===== src/fieldbus_reader_pkg.sv =====
// Constants of the fieldbus slave register reader.
// Assumes one 200 MHz clock and a 32-bit word register port.
//
// Functional notes
// A read starts only on a rising edge of start; a held level never retriggers.
// Length must be 1 to 4 bytes; otherwise error code 0x0F61.
// Command code 1 is auto-increment read, 4 configured-address, 7 broadcast.
// Any other command code raises error with code 0x0F62.
// Position outside the range of the chosen command raises error code 0x0F60.
// Broadcast read ignores the position and never range checks it.
// Auto-increment positions are 0x0000, then 0xFFFF down to 0xFFDD.
// Configured-address positions are 1001 to 1036.
// Starting a read clears the value and working count to zero.
// On done, the value shows the read data and the counter the final count.
// Ring slaves bump the position field; the one seeing zero answers.
// Only the slave whose station address matches the position answers.
// Broadcast read returns the bitwise OR of all slaves' bytes.
// Working count rises by one per slave that read successfully.
// Done rises only after a slave really performed the read.
// Busy stays high from acceptance until the command finishes.
// Failures raise error and show the numeric cause on the code output.
// Parameters are checked first; a failed check sends nothing and gives no done.
// Busy falls in the same cycle that done or error rises.
package fieldbus_reader_pkg;
    // ------------
    // Register byte offsets
    // ------------
    localparam logic [7:0] OFF_CTRL = 8'h00;
    localparam logic [7:0] OFF_POS = 8'h04;
    localparam logic [7:0] OFF_OFS = 8'h08;
    localparam logic [7:0] OFF_LEN = 8'h0C;
    localparam logic [7:0] OFF_CMD = 8'h10;
    localparam logic [7:0] OFF_STAT = 8'h14;
    localparam logic [7:0] OFF_VALUE = 8'h18;
    localparam logic [7:0] OFF_WKC = 8'h1C;
    localparam logic [7:0] OFF_IRQ_STAT = 8'h20;
    localparam logic [7:0] OFF_IRQ_MASK = 8'h24;
    // ------------
    // Field positions and reset values
    // ------------
    localparam int CTRL_START = 0;
    localparam int IRQ_DONE = 0;
    localparam int IRQ_ERR = 1;
    localparam logic [15:0] ZERO16 = 16'h0000;
    localparam logic [31:0] ZERO32 = 32'h0000_0000;
    // ------------
    // Command codes, ranges, error codes
    // ------------
    localparam logic [15:0] CMD_APRD = 16'h0001;
    localparam logic [15:0] CMD_FPRD = 16'h0004;
    localparam logic [15:0] CMD_BRD = 16'h0007;
    localparam logic [15:0] LEN_MIN = 16'h0001;
    localparam logic [15:0] LEN_MAX = 16'h0004;
    localparam logic [15:0] APRD_FIRST = 16'h0000;
    localparam logic [15:0] APRD_LAST = 16'hFFDD;
    localparam logic [15:0] FPRD_FIRST = 16'h03E9;
    localparam logic [15:0] FPRD_LAST = 16'h040C;
    localparam logic [15:0] ERR_POS = 16'h0F60;
    localparam logic [15:0] ERR_LEN = 16'h0F61;
    localparam logic [15:0] ERR_CMD = 16'h0F62;
    localparam logic [15:0] ERR_NO_WKC = 16'h0F63;
    localparam logic [15:0] ERR_TIMEOUT = 16'h0F64;
    // ------------
    // Timing
    // ------------
    localparam int unsigned CLK_MHZ = 200;
    localparam int unsigned TIMEOUT_US = 1000;
    localparam int unsigned TIMEOUT_CYC = TIMEOUT_US * CLK_MHZ;
endpackage


===== src/fieldbus_slave_register_reader.sv =====
// Fieldbus slave register reader: register port, checks, datagram and reply.
// Assumes the ring returns at most one reply per datagram, synchronous to clock_in.
//
// Design decisions made here: strobed register access and the register offsets.
`timescale 1ns/1ps
`default_nettype none
module fieldbus_slave_register_reader
    import fieldbus_reader_pkg::*;
#(
    parameter int unsigned TIMEOUT_CYCLES = TIMEOUT_CYC
) (
    input wire logic clock_in,
    input wire logic rst_n_in,
    input wire logic [7:0] addr_in,
    input wire logic [31:0] wdata_in,
    input wire logic wr_in,
    input wire logic rd_in,
    output logic [31:0] rdata_out,
    output logic irq_out,
    output logic busy_out,
    output logic done_out,
    output logic error_out,
    output logic [15:0] error_code_out,
    output logic [31:0] value_out,
    output logic [15:0] wkc_out,
    output logic dgram_valid_out,
    output logic [15:0] dgram_cmd_out,
    output logic [15:0] dgram_pos_out,
    output logic [15:0] dgram_ofs_out,
    output logic [2:0] dgram_len_out,
    input wire logic reply_valid_in,
    input wire logic [31:0] reply_data_in,
    input wire logic [15:0] reply_wkc_in
);
    // ------------
    // Helpers
    // ------------
    typedef enum logic [2:0] {
        ST_IDLE = 3'h1,
        ST_SEND = 3'h2,
        ST_WAIT = 3'h4
    } state_type;

    // Position check per command
    function automatic logic pos_ok(
        input logic [15:0] cmd,
        input logic [15:0] pos
    );
        logic ok;
        ok = 1'b0;
        case (cmd)
            CMD_APRD: ok = (pos == APRD_FIRST) || (pos >= APRD_LAST);
            CMD_FPRD: ok = (pos >= FPRD_FIRST) && (pos <= FPRD_LAST);
            CMD_BRD: ok = 1'b1;
            default: ok = 1'b0;
        endcase
        return ok;
    endfunction

    // Keeps only the bytes that were asked for
    function automatic logic [31:0] byte_mask(input logic [2:0] len);
        logic [31:0] m;
        m = ZERO32;
        case (len)
            3'h1: m = 32'h0000_00FF;
            3'h2: m = 32'h0000_FFFF;
            3'h3: m = 32'h00FF_FFFF;
            3'h4: m = 32'hFFFF_FFFF;
            default: m = ZERO32;
        endcase
        return m;
    endfunction

    // ------------
    // State
    // ------------
    state_type st;
    logic start_lvl;
    logic start_prev;
    logic [15:0] pos_reg;
    logic [15:0] ofs_reg;
    logic [15:0] len_reg;
    logic [15:0] cmd_reg;
    logic [1:0] irq_stat;
    logic [1:0] irq_mask;
    logic [15:0] run_cmd;
    logic [2:0] run_len;
    logic [31:0] tmo_cnt;

    // ------------
    // Decode
    // ------------
    wire wr_ctrl = wr_in && (addr_in == OFF_CTRL);
    wire wr_pos = wr_in && (addr_in == OFF_POS);
    wire wr_ofs = wr_in && (addr_in == OFF_OFS);
    wire wr_len = wr_in && (addr_in == OFF_LEN);
    wire wr_cmd = wr_in && (addr_in == OFF_CMD);
    wire wr_mask = wr_in && (addr_in == OFF_IRQ_MASK);
    wire rd_irq = rd_in && (addr_in == OFF_IRQ_STAT);

    // Edge of the start bit; a held level gives one pulse only
    wire start_fire = start_lvl && !start_prev;
    wire accept = start_fire && (st == ST_IDLE);

    // Parameter checks, command first, then length, then position
    wire cmd_ok = (cmd_reg == CMD_APRD) || (cmd_reg == CMD_FPRD)
        || (cmd_reg == CMD_BRD);
    wire len_ok = (len_reg >= LEN_MIN) && (len_reg <= LEN_MAX);
    wire adr_ok = pos_ok(cmd_reg, pos_reg);
    wire chk_fail = !cmd_ok || !len_ok || !adr_ok;
    wire [15:0] chk_code = !cmd_ok ? ERR_CMD :
        (!len_ok ? ERR_LEN : ERR_POS);

    // Reply handling; a reply outside a command is dropped
    wire reply_take = (st == ST_WAIT) && reply_valid_in;
    wire reply_good = reply_take && (reply_wkc_in != ZERO16);
    wire tmo_hit = (st == ST_WAIT) && !reply_valid_in
        && (tmo_cnt >= TIMEOUT_CYCLES - 1);
    wire finish_err = (reply_take && !reply_good) || tmo_hit;
    wire [15:0] fail_code = tmo_hit ? ERR_TIMEOUT : ERR_NO_WKC;

    // Interrupt events; set beats the clear-on-read
    wire [1:0] irq_ev = {finish_err || (accept && chk_fail), reply_good};
    wire [1:0] next_irq_stat = (rd_irq ? 2'h0 : irq_stat) | irq_ev;

    // Read selection
    wire [31:0] stat_word = {error_code_out, 13'h0000,
        error_out, done_out, busy_out};
    wire [31:0] rd_sel =
        (addr_in == OFF_CTRL) ? {31'h0000_0000, start_lvl} :
        (addr_in == OFF_POS) ? {ZERO16, pos_reg} :
        (addr_in == OFF_OFS) ? {ZERO16, ofs_reg} :
        (addr_in == OFF_LEN) ? {ZERO16, len_reg} :
        (addr_in == OFF_CMD) ? {ZERO16, cmd_reg} :
        (addr_in == OFF_STAT) ? stat_word :
        (addr_in == OFF_VALUE) ? value_out :
        (addr_in == OFF_WKC) ? {ZERO16, wkc_out} :
        (addr_in == OFF_IRQ_STAT) ? {30'h0000_0000, irq_stat} :
        (addr_in == OFF_IRQ_MASK) ? {30'h0000_0000, irq_mask} :
        ZERO32;

    // ------------
    // Software registers
    // ------------
    // Parameters written by software
    always_ff @(posedge clock_in or negedge rst_n_in) begin
        if (!rst_n_in) begin
            start_lvl <= 1'b0;
            start_prev <= 1'b0;
            pos_reg <= ZERO16;
            ofs_reg <= ZERO16;
            len_reg <= ZERO16;
            cmd_reg <= ZERO16;
            irq_mask <= 2'h0;
        end else begin
            start_prev <= start_lvl;
            if (wr_ctrl) start_lvl <= wdata_in[CTRL_START];
            if (wr_pos) pos_reg <= wdata_in[15:0];
            if (wr_ofs) ofs_reg <= wdata_in[15:0];
            if (wr_len) len_reg <= wdata_in[15:0];
            if (wr_cmd) cmd_reg <= wdata_in[15:0];
            if (wr_mask) irq_mask <= wdata_in[1:0];
        end
    end

    // Read data and interrupt, one cycle after the strobe
    always_ff @(posedge clock_in or negedge rst_n_in) begin
        if (!rst_n_in) begin
            rdata_out <= ZERO32;
            irq_stat <= 2'h0;
            irq_out <= 1'b0;
        end else begin
            rdata_out <= rd_in ? rd_sel : ZERO32;
            irq_stat <= next_irq_stat;
            irq_out <= |(next_irq_stat & irq_mask);
        end
    end

    // ------------
    // Sequencer
    // ------------
    // Parameters are frozen at acceptance so later writes cannot skew a read
    always_ff @(posedge clock_in or negedge rst_n_in) begin
        if (!rst_n_in) begin
            st <= ST_IDLE;
            run_cmd <= ZERO16;
            run_len <= 3'h0;
        end else begin
            case (st)
                ST_IDLE: begin
                    if (accept && !chk_fail) begin
                        st <= ST_SEND;
                        run_cmd <= cmd_reg;
                        run_len <= len_reg[2:0];
                    end
                end
                ST_SEND: st <= ST_WAIT;
                ST_WAIT: begin
                    if (reply_take || tmo_hit) st <= ST_IDLE;
                end
                default: st <= ST_IDLE;
            endcase
        end
    end

    // Response timer; long waits on a broken ring end in an error
    // Cleared outside the wait, so each datagram gets the full span
    always_ff @(posedge clock_in or negedge rst_n_in) begin
        if (!rst_n_in) tmo_cnt <= ZERO32;
        else if (st != ST_WAIT) tmo_cnt <= ZERO32;
        else tmo_cnt <= tmo_cnt + 32'h0000_0001;
    end

    // Datagram to the ring; broadcast sends position zero
    always_ff @(posedge clock_in or negedge rst_n_in) begin
        if (!rst_n_in) begin
            dgram_valid_out <= 1'b0;
            dgram_cmd_out <= ZERO16;
            dgram_pos_out <= ZERO16;
            dgram_ofs_out <= ZERO16;
            dgram_len_out <= 3'h0;
        end else begin
            dgram_valid_out <= (st == ST_SEND);
            if (st == ST_SEND) begin
                dgram_cmd_out <= run_cmd;
                dgram_len_out <= run_len;
            end
            if (accept && !chk_fail) begin
                dgram_pos_out <= (cmd_reg == CMD_BRD) ? ZERO16 : pos_reg;
                dgram_ofs_out <= ofs_reg;
            end
        end
    end

    // Completion outputs
    // A zero working count means no slave read, so it ends in error
    always_ff @(posedge clock_in or negedge rst_n_in) begin
        if (!rst_n_in) begin
            busy_out <= 1'b0;
            done_out <= 1'b0;
            error_out <= 1'b0;
            error_code_out <= ZERO16;
            value_out <= ZERO32;
            wkc_out <= ZERO16;
        end else if (accept) begin
            value_out <= ZERO32;
            wkc_out <= ZERO16;
            done_out <= 1'b0;
            error_out <= chk_fail;
            error_code_out <= chk_fail ? chk_code : ZERO16;
            busy_out <= !chk_fail;
        end else if (reply_good) begin
            busy_out <= 1'b0;
            done_out <= 1'b1;
            value_out <= reply_data_in & byte_mask(run_len);
            wkc_out <= reply_wkc_in;
        end else if (finish_err) begin
            busy_out <= 1'b0;
            error_out <= 1'b1;
            error_code_out <= fail_code;
            wkc_out <= reply_take ? reply_wkc_in : ZERO16;
        end
    end
endmodule
`default_nettype wire


===== config.mk =====
export PLATFORM = sky130hd
export DESIGN_NAME = fieldbus_slave_register_reader
export DESIGN_NICKNAME = d
export VERILOG_FILES = /design/src/fieldbus_reader_pkg.sv /design/src/fieldbus_slave_register_reader.sv
export SDC_FILE = /design/constraint.sdc
export NUM_CORES = 1
export LEC_CHECK = 0
export BUFFER_PORTS_ARGS = -buffer_cell sky130_fd_sc_hd__buf_2
export CAP_MARGIN = 20
export CORE_MARGIN = 1
export CORE_UTILIZATION = 45
export DETAILED_ROUTE_END_ITERATION = 12
export PLACE_DENSITY = 0.67
export SLEW_MARGIN = 20
export SYNTH_ARGS = -nofsm -noshare
export SYNTH_HDL_FRONTEND = slang
export SYNTH_SLANG_ARGS = --single-unit

===== constraint.sdc =====
create_clock -name clock_in -period 2.66 [get_ports clock_in]
set_clock_uncertainty 0.05 [all_clocks]
set_input_delay 0.266 -clock clock_in [delete_from_list [all_inputs] [get_ports clock_in]]
set_output_delay 0.266 -clock clock_in [all_outputs]
set_load 0.01 [all_outputs]

* Word level (Yosys, flattened, before mapping)
Cells that the tools add are included.
Storage, ports and cells: bits in registers 276, input port bits 93, logic and storage cells 143
Operators by class: add/sub/neg operators 1, $lt $le $gt $ge 6, equality and inequality tests 23, muxes and demuxes 42, bitwise gates (word level) 3, reduce and logical (&&, ||, !) cells 43
Operators with widths (count):
- $mux W32 | 13
- $mux W16 | 9
- $pmux W32 S4 | 1
- $add A32 B1 Y32 const B | 1
- $and A32 B32 Y32 | 1
- $eq A16 B3 Y1 const B | 2
- $eq A8 B5 Y1 const B | 4
- $ge A32 B18 Y1 const B | 1
- $logic_and A1 B1 Y1 | 18
- $eq A16 B1 Y1 const B | 1
- $eq A8 B4 Y1 const B | 2
- $eq A8 B6 Y1 const B | 2
- $ge A16 B1 Y1 const B | 1
- $ge A16 B10 Y1 const B | 1
- $ge A16 B16 Y1 const B | 1
- $le A16 B11 Y1 const B | 1
- $le A16 B3 Y1 const B | 1
- $logic_not A16 Y1 | 1
- $reduce_bool A16 Y1 | 1
- $mux W12 | 1
- $eq A3 B2 Y1 const B | 3
- $mux W1 | 9
- $mux W3 | 3
- $pmux W3 S3 | 1
- other kinds (17) | 39

* Depth between registers and ports, before layout
Gate-level depths: netlist of run 1.
depth in word-level cells 12, gate-level depth with buffers 9

* Worst setup path after synthesis of run 1
Ideal clock, no wire load.
path kind reg2reg, start point register pos_reg[14], end point register dgram_ofs_out[10], library setup time 125 ps, data arrival time 2137 ps, setup slack 347 ps, cell stages (with the launch flop) 9, path buffers 2, clock period less this slack 2313 ps, cell sequence dfrtp_1 or4_4 nor4_2 a21o_1 a311o_1 buf_6 nand2_8 buf_6 mux2_4
Between the ends: longest elaborated chain between the ends 7
RTL lines:
- from (decl) | RTL line fieldbus_slave_register_reader.sv:80 | logic [15:0] pos_reg;
- from (signal assigned) | RTL line fieldbus_slave_register_reader.sv:158 | if (wr_pos) pos_reg <= wdata_in[15:0];
- $ge A16 B10 Y1, or another cell as far along | RTL line fieldbus_slave_register_reader.sv:53 | CMD_FPRD: ok = (pos >= FPRD_FIRST) && (pos <= FPRD_LAST);
- $logic_and A1 B1 Y1 / $logic_or A1 B1 Y1 (equally long branches) | RTL line fieldbus_slave_register_reader.sv:53, fieldbus_slave_register_reader.sv:52
- $pmux W1 S3 (*) | RTL line fieldbus_slave_register_reader.sv:51 | case (cmd)
- $logic_not A1 Y1 (*) | RTL line fieldbus_slave_register_reader.sv:110 | wire chk_fail = !cmd_ok || !len_ok || !adr_ok;
- $logic_or A1 B1 Y1 (*) | RTL line fieldbus_slave_register_reader.sv:110
- $logic_not A1 Y1 (*) | RTL line fieldbus_slave_register_reader.sv:228 | if (accept && !chk_fail) begin
- $logic_and A1 B1 Y1 (*) | RTL line fieldbus_slave_register_reader.sv:228
- to (signal assigned) | RTL line fieldbus_slave_register_reader.sv:230 | dgram_ofs_out <= ofs_reg;
- to (decl) | RTL line fieldbus_slave_register_reader.sv:29 | output logic [15:0] dgram_ofs_out,
Every way passes the cells marked *; elsewhere a longest branch is shown, timed or not. A chain may end at the register's enable or synchronous reset.

* Worst setup path after layout of run 1
start point register len_reg[7], end point register dgram_pos_out[9]
Between the ends: longest elaborated chain between the ends 7
RTL lines:
- from (decl) | RTL line fieldbus_slave_register_reader.sv:82 | logic [15:0] len_reg;
- from (signal assigned) | RTL line fieldbus_slave_register_reader.sv:160 | if (wr_len) len_reg <= wdata_in[15:0];
- $ge A16 B1 Y1 / $le A16 B3 Y1 (equally long branches) | RTL line fieldbus_slave_register_reader.sv:108 | wire len_ok = (len_reg >= LEN_MIN) && (len_reg <= LEN_MAX);
- $logic_and A1 B1 Y1 (*) | RTL line fieldbus_slave_register_reader.sv:108
- $logic_not A1 Y1 (*)
- $logic_or A1 B1 Y1 (*) (2 in a row) | RTL line fieldbus_slave_register_reader.sv:110
- $logic_not A1 Y1 (*) | RTL line fieldbus_slave_register_reader.sv:228
- $logic_and A1 B1 Y1 (*) | RTL line fieldbus_slave_register_reader.sv:228
- to (signal assigned) | RTL line fieldbus_slave_register_reader.sv:229 | dgram_pos_out <= (cmd_reg == CMD_BRD) ? ZERO16 : pos_reg;
- to (decl) | RTL line fieldbus_slave_register_reader.sv:28 | output logic [15:0] dgram_pos_out,
Marked as above.

==> results_dict.tcl, run 1 <==
set metrics [dict create \
    wl_met1_um 14000 \
    wl_met2_um 15200 \
    end_kind "flop" \
    dieArea_um2 26200 \
    worstHoldPathCells 2 \
    drc 0 \
    p_leak_nw 7.47 \
    synthTopCellsByArea "dfrtp_1 (57%), mux2_2 (9.0%), a22o_1 (3.3%)" \
    via_per_inst 5.49 \
    hold_end "len_reg[0]" \
    synth-edff-count 0 \
    clkLatencyLatePin_ns 0.55 \
    synth_cell_types 69 \
    arrival_ns 2.87 \
    tns_ns 0 \
    synth-main-ff-cell "dfrtp_1" \
    first_pass_iters 5 \
    vias 8973 \
    core_area_um2 25100 \
    gp_congestion 0.919 \
    cts_setup_buffers 0 \
    maxSlewHeadroom 0.457 \
    synth-simple-area-share 0.134 \
    initial_core_util 0.458 \
    cp_max_fo 10 \
    root_buffer "clkbuf_16" \
    synth_area_per_cell_um2 11.9 \
    fillers 2095 \
    rows 58 \
    grt_pass1_wl_um 50700 \
    die_w_um 162 \
    finalHoldViolCount 0 \
    path_clk_slew_ns 0.07 \
    synthArstFlopShare 1.00 \
    wl_per_cell_um 19.8 \
    period_minus_slack_ns 2.50 \
    rsz0062_at_grt "no" \
    antenna_found_initial 2 \
    drv_slew 0 \
    worstMarginPinSlew_ns 0.814 \
    area_delta_synth_final_pct 27.9 \
    synthAdderAreaFrac 0.00109 \
    cts.sink_count 263 \
    drtIter0Drc 581 \
    crit_start "len_reg[7]" \
    cts_tree "yes" \
    synth_compound_area_frac 0.115 \
    seq_area_um2 6580 \
    grt_usage 0.250 \
    synth_top_family_by_area "simple AND/OR/NAND/NOR gates" \
    yosysTopAreaCellShare 0.570 \
    ys_seq_area_frac 0.572 \
    hp-start "wdata_in[0]" \
    reg.largest.list "rdata_out (32), tmo_cnt (32), value_out (32)" \
    min_period_over_period 0.941 \
    drive_above_1_share 0.346 \
    cts_buffers 29 \
    nNetsFinal 1376 \
    hpwl_um 22700 \
    status "completed" \
    r2r_cells 8 \
    port_buffers 221 \
    ir_worst_vdd_uv 459 \
    cts.htree.levels 1 \
    clockBufferDepth 3 \
    synth-xor-area-share 0.0228 \
    maxCapViolCount 0 \
    worstSetupStartpointType "flop" \
    postPlaceCellArea_um2 13200 \
    grt_max_degree 79 \
    grt_overflow 0 \
    reg2reg_from "len_reg[7]" \
    synth-seq-cells 263 \
    die_h_um 162 \
    r2r-end "dgram_pos_out[9]" \
    synth_top_cell_by_area "dfrtp_1" \
    highest_layer "met4" \
    grt_pass1_vias 8881 \
    critPathKind "reg2reg" \
    multi_input_area_um2 4640 \
    p_per_area_nw_per_um2 610 \
    netlist_instances 967 \
    min_path_type "in2reg" \
    clock.fmax_mhz 400 \
    muxShareOfSynthArea 0.126 \
    setup_viol 0 \
    ioPinCount 245 \
    ant_nets 0 \
    required_ns 3.03 \
    r2r_setup_slack_ns 0.16 \
    drt-total-wl_um 32400 \
    wl_met3_um 1890 \
    yosysWarningCount 0 \
    stdcell_area_um2 14700 \
    netlist_area_um2 11500 \
]
[layout by cell type (no fill, tap or decap), drive strengths merged, types with 3 or more instances in the layout]
cell and instances:
inv 19, mux2i 12, or2 4, xor2 20, conb 7, clkbuf 40
buf 267, xnor2 10, a21oi 26, and4 7, dfrtp 262, a31oi 5
o22ai 11, a22oi 10, and3 5, mux2 110, a211oi 9, nor4 17
dlygate4sd3 64, nor2b 5, and2 24, a22o 44, nor3 14, a21o 10
nand3 20, nor3b 4, o21ai 29, nand2 91, or3 3, a221oi 11
nor2 69, nand2b 5, o211ai 4, nand4 19, clkinv 5, or4 6
a21bo 7
[report_power, final]
part	switching, mW	internal, mW	leakage [nW]
registers	0.191	4.16	3.61
logic	0.474	0.387	3.43
clock network	1.61	2.17	0.430
total	2.28	6.71	7.47
[timing repair]
item,in CTS,in global routing
endpoints found under the setup margin,0,31
gates resized for setup,0,3
hold buffers,64,0
hold endpoints to repair,177,0
[final cells by class]
cell class	count	area share
clock inverter	11	0.00680
inverter	16	0.00408
antenna	2	0.000340
tap	330	0.0280
timing repair buffer	331	0.145
sequential	263	0.447
multi-input combinational	641	0.315
clock buffer	40	0.0535
[layer usage]
metal / track usage / vias to the layer above
met4: 0.102 / 0
met1: 0.341 / 4422
li1: - / 4116
met2: 0.401 / 353
met5: 0 / -
met3: 0.0363 / 82
[worst max path at each step]
stage	to	slack, ns	cells past startpoint
2_1_floorplan	dgram_ofs_out[10]	0.35	8
3_3_place_gp	dgram_ofs_out[11]	0.09	6
3_5_place_dp	dgram_ofs_out[2]	0.09	6
4_1_cts	dgram_ofs_out[2]	0.08	7
5_1_grt	dgram_pos_out[12]	0.007	8
6_report	dgram_pos_out[9]	0.16	8
[cell families after synthesis]
kind of cell               count (synthesis)
DFF                                      263
muxes                                    123
xor gates and xnor gates                  30
other                                      1
buffers and inverters                     70
AOI/OAI and AO/OA                        182
and+or+nand+nor                          297
adders and majority gates                  1
[worst max-delay path, cell delays in order (launching register included)]
cell and delay [ns]:
dfrtp_1 0.40, or4_1 0.53, nor4_2 0.22, buf_4 0.17
nand3_1 0.16, nor2_8 0.21, buf_4 0.21, nand2_2 0.22
mux2i_1 0.19
[through the flow]
| stage | hold slack (ns) | setup WS (ns) | std cells | utilization | power [mW] |
|---|---|---|---|---|---|
| after floorplan | -0.0796 | 0.347 | 973 | - | 4.76 |
| after global routing | 0.0125 | 0.00662 | 1634 | 0.586 | 9.31 |
| after detailed placement | 0.252 | 0.0879 | 1516 | 0.525 | 5.19 |
| after global placement | 0.250 | 0.0911 | 1516 | 0.525 | 5.18 |
| after CTS | 0.00396 | 0.0772 | 1631 | 0.585 | 9.05 |
| final | 0.0115 | 0.158 | 1634 | 0.586 | 8.99 |
[cells in the mapped netlist, types with 10 or more instances]
cell type and n:
nor3_1 11, inv_1 16, o21ai_0 29, nand3_1 20
nand2_1 88, dfrtp_1 262, nor2_1 67, nand4_1 19
a22oi_1 10, xnor2_1 10, buf_4 13, mux2_4 18
clkbuf_1 30, o22ai_1 11, a221oi_1 11, a22o_1 44
a21o_1 10, mux2i_1 12, a21oi_1 26, and2_1 23
nor4_1 15, xor2_1 20, mux2_2 92
Note: power is estimated with default switching activity, not from simulation.
==> run 2: changes to the inputs <==
- CORE_UTILIZATION: 45 -> 35
- PLACE_DENSITY: 0.67 -> 0.54
==> results_dict.tcl, run 2 (synthesized netlist as in run 1, its figures left out) <==
set metrics [dict create \
    worstMarginPinSlew_ns 0.889 \
    r2r_cells 6 \
    r2r_setup_slack_ns 0.12 \
    end_kind "flop" \
    worstHoldPathCells 3 \
    die_w_um 183 \
    rsz0062_at_grt "no" \
    status "completed" \
    fillers 3001 \
    path_cells "or4_1, nor4b_1, o211a_1, a311o_2, nand2_8, mux2_4" \
    p_leak_nw 7.53 \
    gp_congestion 0.864 \
    via_per_inst 5.11 \
    min_period_over_period 0.954 \
    required_ns 3.04 \
    worstSetupStartpointType "flop" \
    nNetsFinal 1381 \
    finalHoldViolCount 0 \
    cts.htree.levels 1 \
    crit_start "pos_reg[8]" \
    tns_ns 0 \
    hpwl_um 24700 \
    setup_viol 0 \
    arrival_ns 2.92 \
    p_total_mw 9.28 \
    timing.hold.ws_ns 0.0892 \
    clockBufferDepth 3 \
    cts_setup_buffers 0 \
    cts_tree "yes" \
    path_buf_inv 0 \
    first_pass_iters 5 \
    vias 8924 \
    core_area_um2 32500 \
    endpoint "dgram_ofs_out[11]" \
    drv_slew 0 \
    layout_common_cells "dfrtp_1 (262), buf_2 (220), mux2_2 (92)" \
    path_clk_slew_ns 0.06 \
    dieArea_um2 33600 \
    p_per_area_nw_per_um2 620 \
    grt_pass1_vias 8866 \
    ant_nets 0 \
    drive_above_1_share 0.347 \
    drtIter0Drc 557 \
    initial_core_util 0.355 \
    drc 0 \
    cts_buffers 28 \
    reg.largest.list "rdata_out (32), tmo_cnt (32), value_out (32)" \
    min_path_type "in2reg" \
    port_buffers 221 \
    slowest_delay_ns 0.61 \
    clkLatencyLatePin_ns 0.55 \
    cp_max_fo 22 \
    drt-total-wl_um 34300 \
    ioPinCount 245 \
    ir_worst_vdd_uv 448 \
    period_minus_slack_ns 2.54 \
    area_delta_synth_final_pct 30.1 \
    rows 66 \
    grt_overflow 0 \
    reg2reg_from "pos_reg[8]" \
    r2r-end "dgram_ofs_out[11]" \
    die_h_um 183 \
    layout_commonest_cell "dfrtp_1" \
    crit_family "simple AND/OR/NAND/NOR gates" \
    wl_per_cell_um 19.6 \
    maxCapViolCount 0 \
    slowest_stage "or4_1" \
    root_buffer "clkbuf_16" \
    grt_pass1_wl_um 52900 \
    maxSlewHeadroom 0.407 \
    grt_usage 0.205 \
    critPathKind "reg2reg" \
    clock.fmax_mhz 394 \
    grt_max_degree 77 \
    crit_cells 6 \
    antenna_found_initial 1 \
    cts.sink_count 263 \
]
## run 2: cell types whose count changed in the layout (fill, tap and decap cells not counted), moves of 3 or more
cell           before  now
inv_6               3    0
clkbuf_1            9    5
buf_4              43   46
bufinv_16           1    5
dlygate4sd3_1      64   67
## run 2: worst min path at each step
stage | start | endpoint | slack, ns
2_1_floorplan | rst_n_in | busy_out | -0.08
3_3_place_gp | rst_n_in | tmo_cnt[12] | 0.25
3_5_place_dp | rst_n_in | dgram_cmd_out[8] | 0.25
4_1_cts | wr_in | start_lvl | 0.05
5_1_grt | wr_in | start_lvl | 0.07
6_report | wr_in | start_lvl | 0.09
## run 2: timing repair
item                                    CTS  global route
hold endpoints to repair                174             0
hold buffers                             67             0
endpoints found under the setup margin    0            38
resized for setup                         0             2
## run 2: area by class of cell
class | instances | area (µm²) | share of cell area
flip-flops and latches | 263 | 6580 | 0.439
multi-input cells | 641 | 4640 | 0.309
repair buffers | 337 | 2190 | 0.146
clock buffers | 36 | 761 | 0.0508
well taps | 442 | 553 | 0.0369
clock inverters | 11 | 194 | 0.0129
inverters | 16 | 60.1 | 0.00401
diodes | 1 | 2.50 | 0.000167
## run 2: per-layer routing
| layer | GRT usage | part of all wire | vias to the layer above |
|---|---|---|---|
| met1 | 0.272 | 0.43 | 4453 |
| met2 | 0.339 | 0.48 | 281 |
| met4 | 0.0653 | 0.028 | 0 |
| met5 | 0 | 0 | - |
| li1 | - | - | 4136 |
| met3 | 0.0369 | 0.056 | 54 |
## run 2: where the power goes
part | switching (mW) | total, mW | leakage [nW] | internal [mW]
Sequential | 0.201 | 4.36 | 3.61 | 4.16
Clock | 1.57 | 4.05 | 0.466 | 2.49
Combinational | 0.482 | 0.872 | 3.46 | 0.390
Total | 2.25 | 9.28 | 7.53 | 7.03
## run 2: metrics by stage
stage / worst slack [ns] / instances / util / instance area, µm²
6_report: 0.123 / 1747 / 0.462 / 15000
5_1_grt: 0.0217 / 1747 / 0.462 / 15000
4_1_cts: 0.0232 / 1745 / 0.461 / 15000
3_5_place_dp: 0.0422 / 1631 / 0.411 / 13300
3_3_place_gp: 0.0625 / 1631 / 0.411 / 13300
2_1_floorplan: 0.347 / 973 / - / 11500
## run 2: worst reg2reg max path: stages (launching register included)
cell and delay [ns]:
dfrtp_1 0.41, or4_1 0.61, nor4b_1 0.33, o211a_1 0.21, a311o_2 0.25, nand2_8 0.20, mux2_4 0.36
==> run 3: changes to the inputs <==
- CORE_UTILIZATION: 35 -> 55
- PLACE_DENSITY: 0.54 -> 0.79
- SKIP_LAST_GASP: not set -> 1
==> results_dict.tcl, run 3 (synthesized netlist as in run 1, its figures left out) <==
set metrics [dict create \
    status "completed" \
    arrival_ns 2.91 \
    port_buffers 221 \
    cts_buffers 28 \
    rsz0062_at_grt "no" \
    p_per_area_nw_per_um2 624 \
    grt_pass1_wl_um 52300 \
    drc 0 \
    setup_viol 0 \
    path_buf_inv 1 \
    layout_common_cells "dfrtp_1 (262), buf_2 (220), mux2_2 (92)" \
    r2r_cells 7 \
    tns_ns 0 \
    die_h_um 147 \
    core_area_um2 20400 \
    finalHoldViolCount 0 \
    wl_per_cell_um 21.0 \
    cp_max_fo 10 \
    maxSlewHeadroom 0.423 \
    layout_commonest_cell "dfrtp_1" \
    end_kind "flop" \
    drive_above_1_share 0.351 \
    gp_congestion 0.928 \
    first_pass_iters 5 \
    crit_family "simple AND/OR/NAND/NOR gates" \
    via_per_inst 5.95 \
    grt_overflow 0 \
    hp-start "wdata_in[0]" \
    worstHoldPathCells 2 \
    min_period_over_period 0.964 \
    stdcell_area_um2 14800 \
    maxCapViolCount 0 \
    r2r-end "dgram_pos_out[13]" \
    cts_tree "yes" \
    cts.htree.levels 1 \
    antenna_found_initial 5 \
    min_path_type "in2reg" \
    postPlaceCellArea_um2 13100 \
    drtIter0Drc 769 \
    p_leak_nw 7.53 \
    die_w_um 147 \
    critPathKind "reg2reg" \
    drt-total-wl_um 33200 \
    worstMarginPinSlew_ns 0.865 \
    path_cells "or4_1, nor3_1, nand3_1, nor2_8, buf_4, nand2_2, mux2i_1" \
    rows 52 \
    clock.fmax_mhz 390 \
    clkLatencyLatePin_ns 0.56 \
    slowest_delay_ns 0.60 \
    hpwl_um 22300 \
    ioPinCount 245 \
    clockBufferDepth 3 \
    nNetsFinal 1378 \
    r2r_setup_slack_ns 0.1 \
    cts.sink_count 263 \
    dieArea_um2 21500 \
    slowest_stage "or4_1" \
    ir_worst_vdd_uv 435 \
    grt_max_degree 86 \
    grt_pass1_vias 9444 \
    path_clk_slew_ns 0.07 \
    root_buffer "clkbuf_16" \
    vias 9414 \
    required_ns 3.01 \
    initial_core_util 0.565 \
    grt_usage 0.313 \
    drv_slew 0 \
    reg2reg_from "len_reg[13]" \
    worstSetupStartpointType "flop" \
    area_delta_synth_final_pct 28.3 \
    hold_end "irq_mask[0]" \
    cts_setup_buffers 0 \
    ant_nets 0 \
    period_minus_slack_ns 2.56 \
    reg.largest.list "rdata_out (32), tmo_cnt (32), value_out (32)" \
]
-- run 3: worst register-to-register path, stage by stage, from the launching register on --
cell and delay, ns:
dfrtp_1 0.42, or4_1 0.60, nor3_1 0.28, nand3_1 0.25, nor2_8 0.23, buf_4 0.20, nand2_2 0.20, mux2i_1 0.19
-- run 3: report_power, final --
part	leakage [nW]	internal [mW]	switching, mW
registers	3.61	4.16	0.194
clock network	0.473	2.34	1.64
logic	3.44	0.390	0.494
total	7.53	6.89	2.33
-- run 3: timing repair --
action,in CTS,in global routing
endpoints found under the hold margin,179,0
setup endpoints to repair,0,38
resized for setup,0,2
hold buffers,66,0
-- run 3: final cells by class --
cell class              instances  area (µm²)
clock inverters                14         150
fillers                      1346        5600
well taps                     270         338
multi-input cells             641        4640
repair buffers                334        2180
inverters                      16        60.1
clock buffers                  38         808
diodes                          5        12.5
flip-flops and latches        263        6580
-- run 3: how the worst max path moves through the flow --
stage           startpoint                end  slack (ns)  cells after the start
2_1_floorplan  pos_reg[14]  dgram_ofs_out[10]        0.35                      8
3_3_place_gp    pos_reg[8]   dgram_ofs_out[8]        0.12                      6
3_5_place_dp    pos_reg[8]  dgram_ofs_out[10]        0.06                      6
4_1_cts         pos_reg[8]         run_len[0]        0.03                      6
5_1_grt        len_reg[13]  dgram_pos_out[13]       0.009                      7
6_report       len_reg[13]  dgram_pos_out[13]         0.1                      7
-- run 3: through the flow --
step / std cells / util / power, mW / hold slack (ns) / worst slack [ns]
2_1_floorplan: 973 / - / 4.76 / -0.0796 / 0.347
5_1_grt: 1581 / 0.725 / 9.50 / 0.0110 / 0.00919
4_1_cts: 1575 / 0.724 / 9.22 / 0.00768 / 0.0326
3_3_place_gp: 1457 / 0.644 / 5.17 / 0.258 / 0.116
6_report: 1581 / 0.725 / 9.21 / 0.0178 / 0.0958
3_5_place_dp: 1457 / 0.644 / 5.20 / 0.265 / 0.0648
-- run 3: routing by layer --
metal | up-vias | part of all wire | track usage
met5 | - | 0 | 0
met4 | 0 | 0.052 | 0.157
met3 | 131 | 0.071 | 0.0484
met2 | 532 | 0.48 | 0.502
met1 | 4628 | 0.40 | 0.415
li1 | 4123 | - | -
